===== config.mk =====
export PLATFORM = sky130hd
export DESIGN_NAME = float_compare_ge_gt_unit
export DESIGN_NICKNAME = d
export VERILOG_FILES = /design/src/include/fcmp_pkg.sv /design/src/hw/float_compare_ge_gt_unit.sv
export SDC_FILE = /design/constraint.sdc
export NUM_CORES = 1
export LEC_CHECK = 0
export ABC_AREA = 1
export BUFFER_PORTS_ARGS = -buffer_cell sky130_fd_sc_hd__buf_2
export CORE_ASPECT_RATIO = 0.6
export CORE_MARGIN = 2
export CORE_UTILIZATION = 44
export DETAILED_ROUTE_END_ITERATION = 7
export GPL_ROUTABILITY_DRIVEN = 0
export PLACE_DENSITY = 0.82
export SYNTH_ARGS = -nofsm -noshare
export SYNTH_HDL_FRONTEND = slang
export SYNTH_SLANG_ARGS = --single-unit

===== constraint.sdc =====
create_clock -name clk -period 1.5 [get_ports clk]
set_input_delay 0.3 -clock clk [delete_from_list [all_inputs] [get_ports clk]]
set_output_delay 0.3 -clock clk [all_outputs]
set_load 0.005 [all_outputs]

===== src/include/fcmp_pkg.sv =====
package fcmp_pkg;

    // ****************************************************************
    // Operation codes and issue slots.
    // ****************************************************************
    localparam logic [7:0] OP_GTR = 8'h90;
    localparam logic [7:0] OP_GEQ = 8'h92;
    localparam logic [7:0] OP_GEQ_FLAGS = 8'h93;
    localparam int SLOT_W = 3;
    localparam int SLOT_COUNT = 5;
    localparam int DEST_W = 7;

    // ****************************************************************
    // Exception vector layout.
    // ****************************************************************
    localparam int FLAG_W = 7;
    localparam int DIVIDE_BY_ZERO_BIT = 0;
    localparam int INEXACT_BIT = 1;
    localparam int UNDERFLOW_BIT = 2;
    localparam int OVERFLOW_BIT = 3;
    localparam int BAD_OPERATION_BIT = 4;
    localparam int INPUT_FLUSHED_BIT = 5;
    localparam int OUTPUT_FLUSHED_BIT = 6;

    // ****************************************************************
    // Single precision fields.
    // ****************************************************************
    localparam int SIGN_BIT = 31;
    localparam int EXP_HI = 30;
    localparam int EXP_LO = 23;
    localparam int MANT_HI = 22;
    localparam logic [7:0] EXP_MAX = 8'hFF;
    localparam logic [7:0] EXP_MIN = 8'h00;
    localparam logic [31:0] WORD_ZERO = 32'h0000_0000;
    localparam logic [31:0] WORD_ONE = 32'h0000_0001;

    // ****************************************************************
    // Register map, byte addresses.
    // ****************************************************************
    localparam int ADR_W = 4;
    localparam logic [3:0] ADR_PSW = 4'h0;
    localparam logic [3:0] ADR_IRQ_STATUS = 4'h4;
    localparam logic [3:0] ADR_IRQ_MASK = 4'h8;
    localparam logic [3:0] ADR_UNIT_STATUS = 4'hC;
    localparam int EVT_W = 3;
    localparam int EVT_RESULT = 0;
    localparam int EVT_EXCEPTION = 1;
    localparam int EVT_BAD_SLOT = 2;
    localparam logic [FLAG_W-1:0] PSW_RESET = 7'h00;
    localparam logic [EVT_W-1:0] EVT_RESET = 3'h0;

    typedef struct packed {
        logic valid;
        logic [SLOT_W-1:0] slot;
        logic [7:0] opcode;
        logic [31:0] guard;
        logic [31:0] first_source;
        logic [31:0] second_source;
        logic [DEST_W-1:0] dest;
    } cmp_issue_t;

    typedef struct packed {
        logic write;
        logic [DEST_W-1:0] dest;
        logic [31:0] data;
    } cmp_result_t;

    typedef struct packed {
        logic cyc;
        logic stb;
        logic we;
        logic [ADR_W-1:0] adr;
        logic [3:0] sel;
        logic [31:0] dat;
    } wb_req_t;

    typedef struct packed {
        logic ack;
        logic [31:0] dat;
    } wb_rsp_t;

endpackage


===== src/hw/float_compare_ge_gt_unit.sv =====
// Design decisions made here: the placing of the registers and register access over Wishbone.
`timescale 1ns/1ps
// What this block does
// [RQ1] Greater-or-equal compare returns one or zero
// [RQ2] Greater-than compare returns one only when strictly greater
// [RQ3] Operands are single floats, result is integer
// [RQ4] Flags-only op returns vector, status untouched
// [RQ5] Vector bits six to zero, upper bits zero
// [RQ6] Denormal becomes zero and sets input-flushed flag
// [RQ7] Flags-only denormal sets returned bit five
// [RQ8] Compare exceptions set sticky status flags
// [RQ9] Status update lands with destination write
// [RQ10] Simultaneous updates OR into existing flags
// [RQ11] False guard blocks destination and status update
// [RQ12] False guard blocks flags-only destination write
// [RQ13] One cycle latency, single issue slot set by ISSUE_SLOT (1 to 5), third by default
// [RQ14] NaN yields zero and raises bad operation
module float_compare_ge_gt_unit #(
    parameter int ISSUE_SLOT = 3
) (
    input wire logic clk,
    input wire logic sys_rst,
    input fcmp_pkg::cmp_issue_t issue,
    input wire logic [fcmp_pkg::FLAG_W-1:0] other_flags,
    output fcmp_pkg::cmp_result_t result,
    output logic [fcmp_pkg::FLAG_W-1:0] program_status_word,
    input fcmp_pkg::wb_req_t wb_req,
    output fcmp_pkg::wb_rsp_t wb_rsp,
    output logic irq
);
    import fcmp_pkg::*;

    // ****************************************************************
    // Parameter check.
    // ****************************************************************
    generate
        if (ISSUE_SLOT < 1 || ISSUE_SLOT > SLOT_COUNT) begin : g_bad_slot
            $error("ISSUE_SLOT must lie between 1 and 5.");
        end
    endgenerate

    localparam logic [SLOT_W-1:0] SLOT_SEL = SLOT_W'(ISSUE_SLOT);

    typedef struct packed {
        cmp_result_t result;
        logic [FLAG_W-1:0] psw;
        logic [EVT_W-1:0] evt_status;
        logic [EVT_W-1:0] evt_mask;
        logic [FLAG_W-1:0] last_flags;
        logic ack;
        logic [31:0] rdata;
        logic irq;
    } state_t;

    state_t state_q;
    state_t state_d;

    // ****************************************************************
    // Operand classification.
    // ****************************************************************
    logic [1:0] is_nan;
    logic [1:0] is_denorm;
    logic [1:0][31:0] key;
    logic [1:0][31:0] operand;

    assign operand[0] = issue.first_source;
    assign operand[1] = issue.second_source;

    generate
        for (genvar i = 0; i < 2; i++) begin : g_operand
            logic [7:0] exp_f;
            logic mant_nz;
            logic zero_mag;
            assign exp_f = operand[i][EXP_HI:EXP_LO];
            assign mant_nz = |operand[i][MANT_HI:0];
            assign is_nan[i] = (exp_f == EXP_MAX) && mant_nz; // [RQ3]
            assign is_denorm[i] = (exp_f == EXP_MIN) && mant_nz; // [RQ6]
            assign zero_mag = (exp_f == EXP_MIN); // [RQ6]
            always_comb begin
                if (zero_mag) begin
                    key[i] = {1'b1, WORD_ZERO[30:0]};
                end else if (operand[i][SIGN_BIT]) begin
                    key[i] = ~operand[i];
                end else begin
                    key[i] = {1'b1, operand[i][30:0]};
                end
            end
        end
    endgenerate

    // ****************************************************************
    // Compare and exception vector.
    // ****************************************************************
    logic any_nan;
    logic ge_true;
    logic gt_true;
    logic cmp_true;
    logic [FLAG_W-1:0] cmp_flags;
    logic accepted;
    logic known_op;
    logic flags_only;

    assign any_nan = |is_nan;
    assign ge_true = !any_nan && (key[0] >= key[1]); // [RQ1] [RQ14]
    assign gt_true = !any_nan && (key[0] > key[1]); // [RQ2] [RQ14]
    assign cmp_true = (issue.opcode == OP_GTR) ? gt_true : ge_true;
    assign known_op = (issue.opcode == OP_GTR) || (issue.opcode == OP_GEQ) || (issue.opcode == OP_GEQ_FLAGS);
    assign flags_only = (issue.opcode == OP_GEQ_FLAGS);
    assign accepted = issue.valid && known_op && (issue.slot == SLOT_SEL); // [RQ13]

    always_comb begin
        cmp_flags = '0;
        cmp_flags[INPUT_FLUSHED_BIT] = |is_denorm; // [RQ6] [RQ7]
        cmp_flags[BAD_OPERATION_BIT] = any_nan; // [RQ14]
    end

    // ****************************************************************
    // Next state.
    // ****************************************************************
    logic bus_hit;
    logic bus_write;
    logic do_write;
    logic [FLAG_W-1:0] psw_base;
    logic [FLAG_W-1:0] psw_update;
    logic [EVT_W-1:0] evt_set;

    assign bus_hit = wb_req.cyc && wb_req.stb && !state_q.ack;
    assign bus_write = bus_hit && wb_req.we && wb_req.sel[0];
    assign do_write = accepted && issue.guard[0]; // [RQ11] [RQ12]

    always_comb begin
        state_d = state_q;
        psw_update = other_flags; // [RQ10]
        evt_set = '0;

        state_d.result.write = 1'b0;
        if (do_write) begin
            state_d.result.write = 1'b1; // [RQ13]
            state_d.result.dest = issue.dest;
            state_d.last_flags = cmp_flags;
            evt_set[EVT_RESULT] = 1'b1;
            if (flags_only) begin
                state_d.result.data = {25'h0000000, cmp_flags}; // [RQ4] [RQ5] [RQ7]
            end else begin
                state_d.result.data = cmp_true ? WORD_ONE : WORD_ZERO; // [RQ1] [RQ2] [RQ3]
                psw_update = psw_update | cmp_flags; // [RQ8] [RQ9]
                evt_set[EVT_EXCEPTION] = |cmp_flags;
            end
        end
        if (issue.valid && issue.slot != SLOT_SEL) begin
            evt_set[EVT_BAD_SLOT] = 1'b1; // [RQ13]
        end

        psw_base = state_q.psw;
        if (bus_write && wb_req.adr == ADR_PSW) begin
            psw_base = wb_req.dat[FLAG_W-1:0];
        end
        state_d.psw = psw_base | psw_update; // [RQ8] [RQ10]

        if (bus_write && wb_req.adr == ADR_IRQ_STATUS) begin
            state_d.evt_status = state_q.evt_status & ~wb_req.dat[EVT_W-1:0];
        end
        state_d.evt_status = state_d.evt_status | evt_set;
        if (bus_write && wb_req.adr == ADR_IRQ_MASK) begin
            state_d.evt_mask = wb_req.dat[EVT_W-1:0];
        end
        state_d.irq = |(state_d.evt_status & state_d.evt_mask);

        state_d.ack = bus_hit;
        state_d.rdata = WORD_ZERO;
        if (bus_hit && !wb_req.we) begin
            case (wb_req.adr)
                ADR_PSW: state_d.rdata = {25'h0000000, state_q.psw};
                ADR_IRQ_STATUS: state_d.rdata = {29'h00000000, state_q.evt_status};
                ADR_IRQ_MASK: state_d.rdata = {29'h00000000, state_q.evt_mask};
                ADR_UNIT_STATUS: state_d.rdata = {25'h0000000, state_q.last_flags};
                default: state_d.rdata = WORD_ZERO;
            endcase
        end
    end

    // ****************************************************************
    // State register.
    // ****************************************************************
    always_ff @(posedge clk or posedge sys_rst) begin
        if (sys_rst) begin
            state_q <= '0;
        end else begin
            state_q <= state_d;
        end
    end

    assign result = state_q.result;
    assign program_status_word = state_q.psw;
    assign wb_rsp.ack = state_q.ack;
    assign wb_rsp.dat = state_q.rdata;
    assign irq = state_q.irq;

endmodule


; Word-level counts from Yosys, hierarchy flattened
; Cells that the tools add are included.
[totals]
ff_bits = 89
latch_bits = 0
mem_bits_rw = 0
rom_bits = 0
in_bits = 167
n_memories = 0
[classes]
addsub = 0
multipliers = 0
div = 0
n_lt_le_gt_ge = 2
n_eq_ne = 10
shift = 0
mux = 18
n_bitwise = 8
reduce_logical = 32
[op_table]
columns = cell, count
row1 = 32-bit 2-to-1 mux, 4
row2 = 32-bit NOT, 2
row3 = 23-bit OR reduction, 2
row4 = 8-bit == test (second input constant), 5
row5 = 40-bit 2-to-1 mux, 1
row6 = 32-bit >= comparator, 1
row7 = 32-bit greater-than comparator, 1
row8 = 7-bit 2-to-1 mux, 4
row9 = 7-bit case mux with 4 select lines, 1
row10 = 1-bit logical AND, 18
row11 = 8-bit zero test, 2
row12 = 4-bit == test (second input constant), 2
row13 = 7-bit by 6-bit OR with 7-bit output, 1
row14 = 7-bit OR, 1
row15 = 3-bit bitwise AND, 2
row16 = 3-bit 2-to-1 mux, 2
row17 = 6-bit 2-to-1 mux, 1
row18 = 4-bit by 3-bit == test with 1-bit output (second input constant), 1
row19 = 4-bit zero test, 1
row20 = 1-bit 2-to-1 mux, 4
row21 = 2-bit OR reduction, 2
row22 = 4-bit OR reduction, 1
row23 = 3-bit by 2-bit == test with 1-bit output (second input constant), 1
row24 = 1-bit zero test, 3
row25 = 6 further kinds, 7

; Longest topological paths before layout
; Gate-level depths: netlist of the first run.
[depth]
depth_word = 10
mapped_depth = 19
depth_no_buf = 19

; Least setup slack after synthesis of the first run
; No wires, ideal clock.
[synth_timing]
kind = input port to flip-flop
startpoint = input issue[68] (netlist name)
endpoint = register state_q, in the netlist result[0]
setup_time_ns = 0.116
arrival_ns = 1.936
required_ns = 1.384
path_slack_ns = -0.553
cell_stages = 15
path_cell_list = nor2_1 > nand2_1 > nor2_1 > clkbuf_1 > nor2_1 > ha_1 > nand2_1 > nor2_1 > nand2_1 > nor2_1 > nand2_1 > nor2_1 > nor3_1 > nand2_1 > nand2_1
[synth_between]
elab_chain_cells = 8
elab_cells_between_ends = 15
[synth_lines]
columns = item, line
row1 = "start, declared", float_compare_ge_gt_unit.sv:23  ; input fcmp_pkg::cmp_issue_t issue,
row2 = "parallel branches: the longest is 5 deep, another holds 32-bit >= comparator", n/a
row3 = 1-bit 2-to-1 mux *, float_compare_ge_gt_unit.sv:106  ; assign cmp_true = (issue.opcode == OP_GTR) ? gt_true : ge_true;
row4 = 1-bit 2-to-1 mux *, float_compare_ge_gt_unit.sv:145  ; state_d.result.data = cmp_true ? WORD_ONE : WORD_ZERO;
row5 = 6-bit 2-to-1 mux *, float_compare_ge_gt_unit.sv:142  ; if (flags_only) begin
row6 = "end signal, assigned", float_compare_ge_gt_unit.sv:189  ; state_q <= state_d;
row7 = "end, declared", float_compare_ge_gt_unit.sv:55  ; state_t state_q;
; Mark *: on every way between the ends.
; A chain may end at the register's enable or synchronous reset.

; Worst setup path in the final report of the first run
[layout_timing]
startpoint = input issue[63] (netlist name)
endpoint = register state_q, in the netlist result[0]
; The elaborated chain is that of the path after synthesis.

==> results of run 1 <==
## cell usage after synthesis (all sizes together)
cell	n	area share [%]
nand2	172	16
nor2	93	8.8
buf	89	16
inv	36	3.4
dfrtp	35	22
ha	32	10
xnor2	31	6.8
xor2	30	6.5
a21oi	25	3.3
o21ai	15	1.9
nand3	11	1.4
clkbuf	8	0.75
nand4	5	0.78
nor3	5	1.2
nand3b	2	0.37
o21a	2	0.37
or2	2	0.31
conb	1	0.093
## sequential cells by signal (all words and copies together), names as in the netlist
register / cells
irq: 1
program_status_word: 7
result: 11
state_q: 8
wb_rsp: 8
## per-layer routing
| layer | up-vias | track usage [%] | routed length, um |
|---|---|---|---|
| li1 | 1995 | - | - |
| met1 | 1778 | 29.9 | 5020 |
| met2 | 146 | 30.8 | 5170 |
| met3 | 6 | 4.29 | 885 |
| met4 | 0 | 2.09 | 38 |
| met5 | - | 0 | 0 |
## power by group
part           total (W)  switching [W]  internal, W
sequential      0.000967     0.00000682     0.000960
combinational    0.00135       0.000720     0.000629
clock            0.00133       0.000380     0.000951
total            0.00365        0.00111      0.00254
## worst paths after layout
| kind | cells after the start | endpoint | slack, ns |
|---|---|---|---|
| max | 17 | result[0]$_DFFE_PP0P_ | -0.38 |
| min | 3 | program_status_word[6]$_DFF_PP0_ | 0.11 |
| max reg2reg | 10 | irq$_DFF_PP0_ | 0.14 |
| min reg2reg | 2 | result[34]$_DFFE_PP0P_ | 0.47 |
| max in group asynchronous | 3 | program_status_word[0]$_DFF_PP0_ | 1.07 |
| min in group clk | 3 | program_status_word[3]$_DFF_PP0_ | 0.21 |
## area by class of cell
cell class,instances,area (um2),share of cell area (%)
Clock buffer,5,125,2.31
Clock inverter,3,67.6,1.25
Inverter,36,135,2.49
Multi-Input combinational cell,479,2920,53.9
Sequential cell,35,876,16.2
Tap cell,112,140,2.59
Timing Repair Buffer,177,1160,21.3
## kinds of logic after synthesis
group / Yosys count
other cells: 1
fa+ha+maj: 32
buf+inv: 133
xor+xnor: 61
compound gates: 42
simple gates: 290
flops: 35
## stage by stage
stage          hold slack (ns)  setup TNS [ns]
2_1_floorplan            0.395          -0.359
3_3_place_gp             0.413          -0.677
5_1_grt                  0.144          -0.523
4_1_cts                  0.132          -0.437
3_5_place_dp             0.426          -0.800
6_report                 0.108          -0.382
## repair_timing
item	CTS	global route
gates cloned	2	1
buffers inserted	3	2
setup endpoints to repair	1	2
resized for setup	10	93
pin swaps	13	64
## worst max-delay path: cells and delay by family
family	cells	cell delay, ns
adders and majority gates	1	0.27
buffers and inverters	3	0.38
and+or+nand+nor	13	1.09
==> flow_metrics.tcl, run 1 <==
set metrics [dict create \
    htreeDepth 2 \
    wl_um 11100 \
    dr.pass1.iters 4 \
    violations "negative setup slack" \
    layout-drive-gt1-share_pct 37.1 \
    crit_required_ns 1.67 \
    finalHoldViolCount 0 \
    post-route-util_pct 62.4 \
    hpwl_um 8320 \
    wire_per_inst_um 13.1 \
    leakagePower_nw 2.83 \
    antenna_found_initial 0 \
    cts_made_buffers 5 \
    synth_xor_area_share_pct 13.3 \
    grt_util_all_layers_pct 20.1 \
    io_pins 248 \
    detailedPlace.worstSlack_ns -0.719 \
    layout_min_cycle_time_ns 1.88 \
    syn_to_final_growth_pct 34.8 \
    die_area_um2 9950 \
    synthCells 594 \
    drt_iter0_drc 218 \
    synth_top_family_by_area "simple AND/OR/NAND/NOR gates" \
    critPathMaxStageDelay_ns 0.27 \
    critPathLaunch "issue[63]" \
    insertion_delay_ns 0.28 \
    fin_area_um2 5420 \
    cts_tree "yes" \
    synth_cell_types 27 \
    root_buffer "clkbuf_16" \
    crit_path_end_kind "flip-flop" \
    yosysWarnings 0 \
    core_area_um2 8690 \
    synth-compound-area-share_pct 5.54 \
    fin_cells 847 \
    total_power_w 0.00365 \
    antenna_left 0 \
    ir_drop_v 0.000536 \
    synthMuxAreaShare_pct 0 \
    fmax_ghz 0.531 \
    port-buffer-count 134 \
    synthesis.area_um2 4020 \
    ys_ff_latch 35 \
    power_density_nw_per_um2 673 \
    vias_per_cell 4.63 \
    place_area_um2 4730 \
    cp-start-kind "input port" \
    timing.final.crit_share_pct 125 \
    synthAdderAreaFrac_pct 9.96 \
    syn_avg_cell_area_um2 6.77 \
    setup_viol 1 \
    fin_nets 933 \
    layout_common_cells "nand2_1, buf_2, nor2_1, conb_1, dfrtp_1" \
    synthSimpleGateAreaFrac_pct 29.0 \
    n_antenna_cell 0 \
    worst_clock_skew_ns 0.00432 \
    holdBufCountCts 0 \
    cts.sinks 35 \
    placementRows 26 \
    critPathSlowestCell "ha_4" \
    grt_overflow_total 0 \
    r2r-start "wb_rsp[32]$_DFF_PP0_" \
    cpMostUsedCell "nor2_4" \
    grt_pass1_vias 3497 \
    ctsLongestPathBuffers 2 \
    path_clk_slew_ns 0.06 \
    crit_arrival_ns 2.05 \
    report.final.slew_viol_count 0 \
    via_count 3925 \
    path_cells "buf_8 > nor2_4 > nand2_2 > nor2_4 > buf_12 > buf_12 > nor2_4 > ha_4 > nand2_2 > nor2_4 > nand2_2 > nor2_4 > nand2_2 > nor2_2 > nor3_1 > nand2_1 > nand2_1" \
    run_status "finished, violations left" \
    critPathMaxFanout 8 \
    setup_ws_ns -0.382 \
    grt_max_degree 36 \
    n_fill_cell 775 \
    drc 0 \
    dp_cells 834 \
    ys_seq_area_share_pct 21.8 \
    cap_violations 0 \
    critPathKind "input port to flip-flop" \
    die_w_um 127 \
    rsz0062_at_grt "true" \
    final_common_cell "nand2_1" \
    start_util_pct 46.3 \
    hold_class "input port to async pin" \
    grt_pass1_wl_um 16200 \
    die_h_um 78.1 \
]
(Power assumes the default switching activity.)
==> run 2, diff against run 1 <==
--- a/config.mk
+++ b/config.mk
@@ -6,9 +6,9 @@
 export NUM_CORES = 1
 export LEC_CHECK = 0
 export ABC_AREA = 1
-export BUFFER_PORTS_ARGS = -buffer_cell sky130_fd_sc_hd__buf_2
+export BUFFER_PORTS_ARGS = -buffer_cell sky130_fd_sc_hd__buf_4
 export CORE_ASPECT_RATIO = 0.6
-export CORE_MARGIN = 2
+export CORE_MARGIN = 1.5
 export CORE_UTILIZATION = 44
 export DETAILED_ROUTE_END_ITERATION = 7
 export GPL_ROUTABILITY_DRIVEN = 0
==> flow_metrics.tcl, run 2 (same netlist as run 1, synthesis figures left out) <==
set metrics [dict create \
    finalHoldViolCount 0 \
    crit_path_end_kind "flip-flop" \
    cpLargestDelayFamily "simple AND/OR/NAND/NOR gates" \
    via_count 3946 \
    layout_common_cells "buf_4, nand2_1, nor2_1, conb_1, dfrtp_1" \
    io_pins 248 \
    layout-drive-gt1-share_pct 30.3 \
    holdBufCountCts 0 \
    worst_clock_skew_ns 0.00580 \
    setup_ws_ns -0.394 \
    antenna_left 0 \
    wire_per_inst_um 12.8 \
    critPathMaxStageDelay_ns 0.30 \
    wl_um 10800 \
    hpwl_um 9010 \
    root_buffer "clkbuf_16" \
    cts.sinks 35 \
    dr.pass1.iters 5 \
    fin_area_um2 5380 \
    place_area_um2 5100 \
    fin_nets 933 \
    grt_pass1_vias 3784 \
    vias_per_cell 4.66 \
    cp-start-kind "input port" \
    insertion_delay_ns 0.28 \
    cap_violations 0 \
    crit_required_ns 1.67 \
    cts_tree "yes" \
    report.final.slew_viol_count 0 \
    n_antenna_cell 0 \
    switching_share_pct 29.4 \
    grt_util_all_layers_pct 22.0 \
    ctsLongestPathBuffers 2 \
    combPwrFrac_pct 35.4 \
    rsz0062_at_grt "true" \
    cts_made_buffers 5 \
    grt_pass1_wl_um 17300 \
    setup_tns_ns -0.394 \
    crit_arrival_ns 2.06 \
    die_w_um 126 \
    port-buffer-count 134 \
    die_area_um2 9740 \
    timing.final.crit_share_pct 126 \
    core_area_um2 8690 \
    grt_max_degree 36 \
    critPathKind "input port to flip-flop" \
    power_density_nw_per_um2 625 \
    critical_path_buf_inv_count 2 \
    grt_overflow_total 0 \
    start_util_pct 46.3 \
    violations "negative setup slack" \
    run_status "finished, violations left" \
    final_common_cell "buf_4" \
    antenna_found_initial 0 \
    ir_drop_v 0.000500 \
    htreeDepth 2 \
    leakagePower_nw 2.88 \
    placementRows 26 \
    p_clk_share_pct 35.8 \
    hold_class "input port to async pin" \
    path_cells "buf_4 > nor2_4 > nand2_2 > nor2_4 > buf_8 > nor2_2 > ha_1 > nand2_1 > nor2_2 > nand2_1 > nor2_2 > nand2_1 > nor2_1 > nor3_1 > nand2_1 > nand2_1" \
    largest_reg_flops 11 \
    critPathSlowestCell "ha_1" \
    switching_power_w 0.000987 \
    setup_viol 1 \
    drt_iter0_drc 168 \
    critPathMaxFanout 15 \
    internal-power_w 0.00237 \
    total_power_w 0.00336 \
    drc 0 \
    layout_min_cycle_time_ns 1.89 \
    pwr-share-seq_pct 28.8 \
    path_clk_slew_ns 0.06 \
    fmax_ghz 0.528 \
    syn_to_final_growth_pct 33.8 \
    die_h_um 77.1 \
    cpMostUsedCell "nand2_1" \
]
==> run 2: timing repair <==
item	in CTS	in global routing
pin swaps	7	2
gates resized for setup	15	9
setup buffers	0	1
setup endpoints to repair	1	2
cloned	1	0
==> run 2: final timing paths <==
kind / start / to / slack [ns] / depth (start not counted)
worst max-delay path: issue[62] / result[0]$_DFFE_PP0P_ / -0.39 / 16
worst min-delay path: sys_rst / wb_rsp[5]$_DFF_PP0_ / 0.13 / 3
worst max register to register: wb_rsp[32]$_DFF_PP0_ / irq$_DFF_PP0_ / 0.13 / 10
worst min register to register: result[36]$_DFFE_PP0P_ / result[36]$_DFFE_PP0P_ / 0.48 / 2
max in group asynchronous: sys_rst / state_q[43]$_DFF_PP0_ / 1.05 / 3
min in group clk: other_flags[3] / program_status_word[3]$_DFF_PP0_ / 0.21 / 3
==> run 2: through the flow <==
step           instances  setup slack, ns  hold WS [ns]  utilization, %
6_report             847           -0.394         0.129            61.9
5_1_grt              847           -0.516         0.187            61.9
4_1_cts              846           -0.375         0.144            61.6
3_5_place_dp         837           -0.741         0.438            58.7
3_3_place_gp         837           -0.666         0.422            58.7
2_1_floorplan        647           -0.359         0.395               -
==> run 2: final cells by class <==
type                            instances  area [um2]
Tap cell                              112         140
Clock inverter                          2        35.0
Fill cell                             781        3310
Inverter                               36         138
Sequential cell                        35         876
Timing Repair Buffer                  177        1430
Clock buffer                            6         139
Multi-Input combinational cell        479        2620
==> run 2: power by group through the flow <==
stage,Combinational (W),Sequential [W],Clock [W]
2_1_floorplan,0.000771,0.000983,0
3_3_place_gp,0.00108,0.000984,0
3_5_place_dp,0.00114,0.000984,0
4_1_cts,0.00117,0.000968,0.00122
5_1_grt,0.00134,0.000969,0.00127
6_report,0.00119,0.000968,0.00120
==> run 2: layer usage <==
metal	vias to the layer above	part of all wire, %	wire [um]	global-route usage, %
met5	-	0	0	0
met4	0	0.96	104	3.68
met3	14	7.3	793	3.21
met2	150	45	4830	35.8
met1	1794	47	5110	31.3
li1	1988	-	-	-
==> run 2: worst register-to-register path: cells and delay by family (launching register included) <==
kind / cells / cell delay [ns]
buffers and inverters: 2 / 0.13
AOI/OAI and AO/OA: 1 / 0.13
and+or+nand+nor: 7 / 0.63
DFF: 1 / 0.38
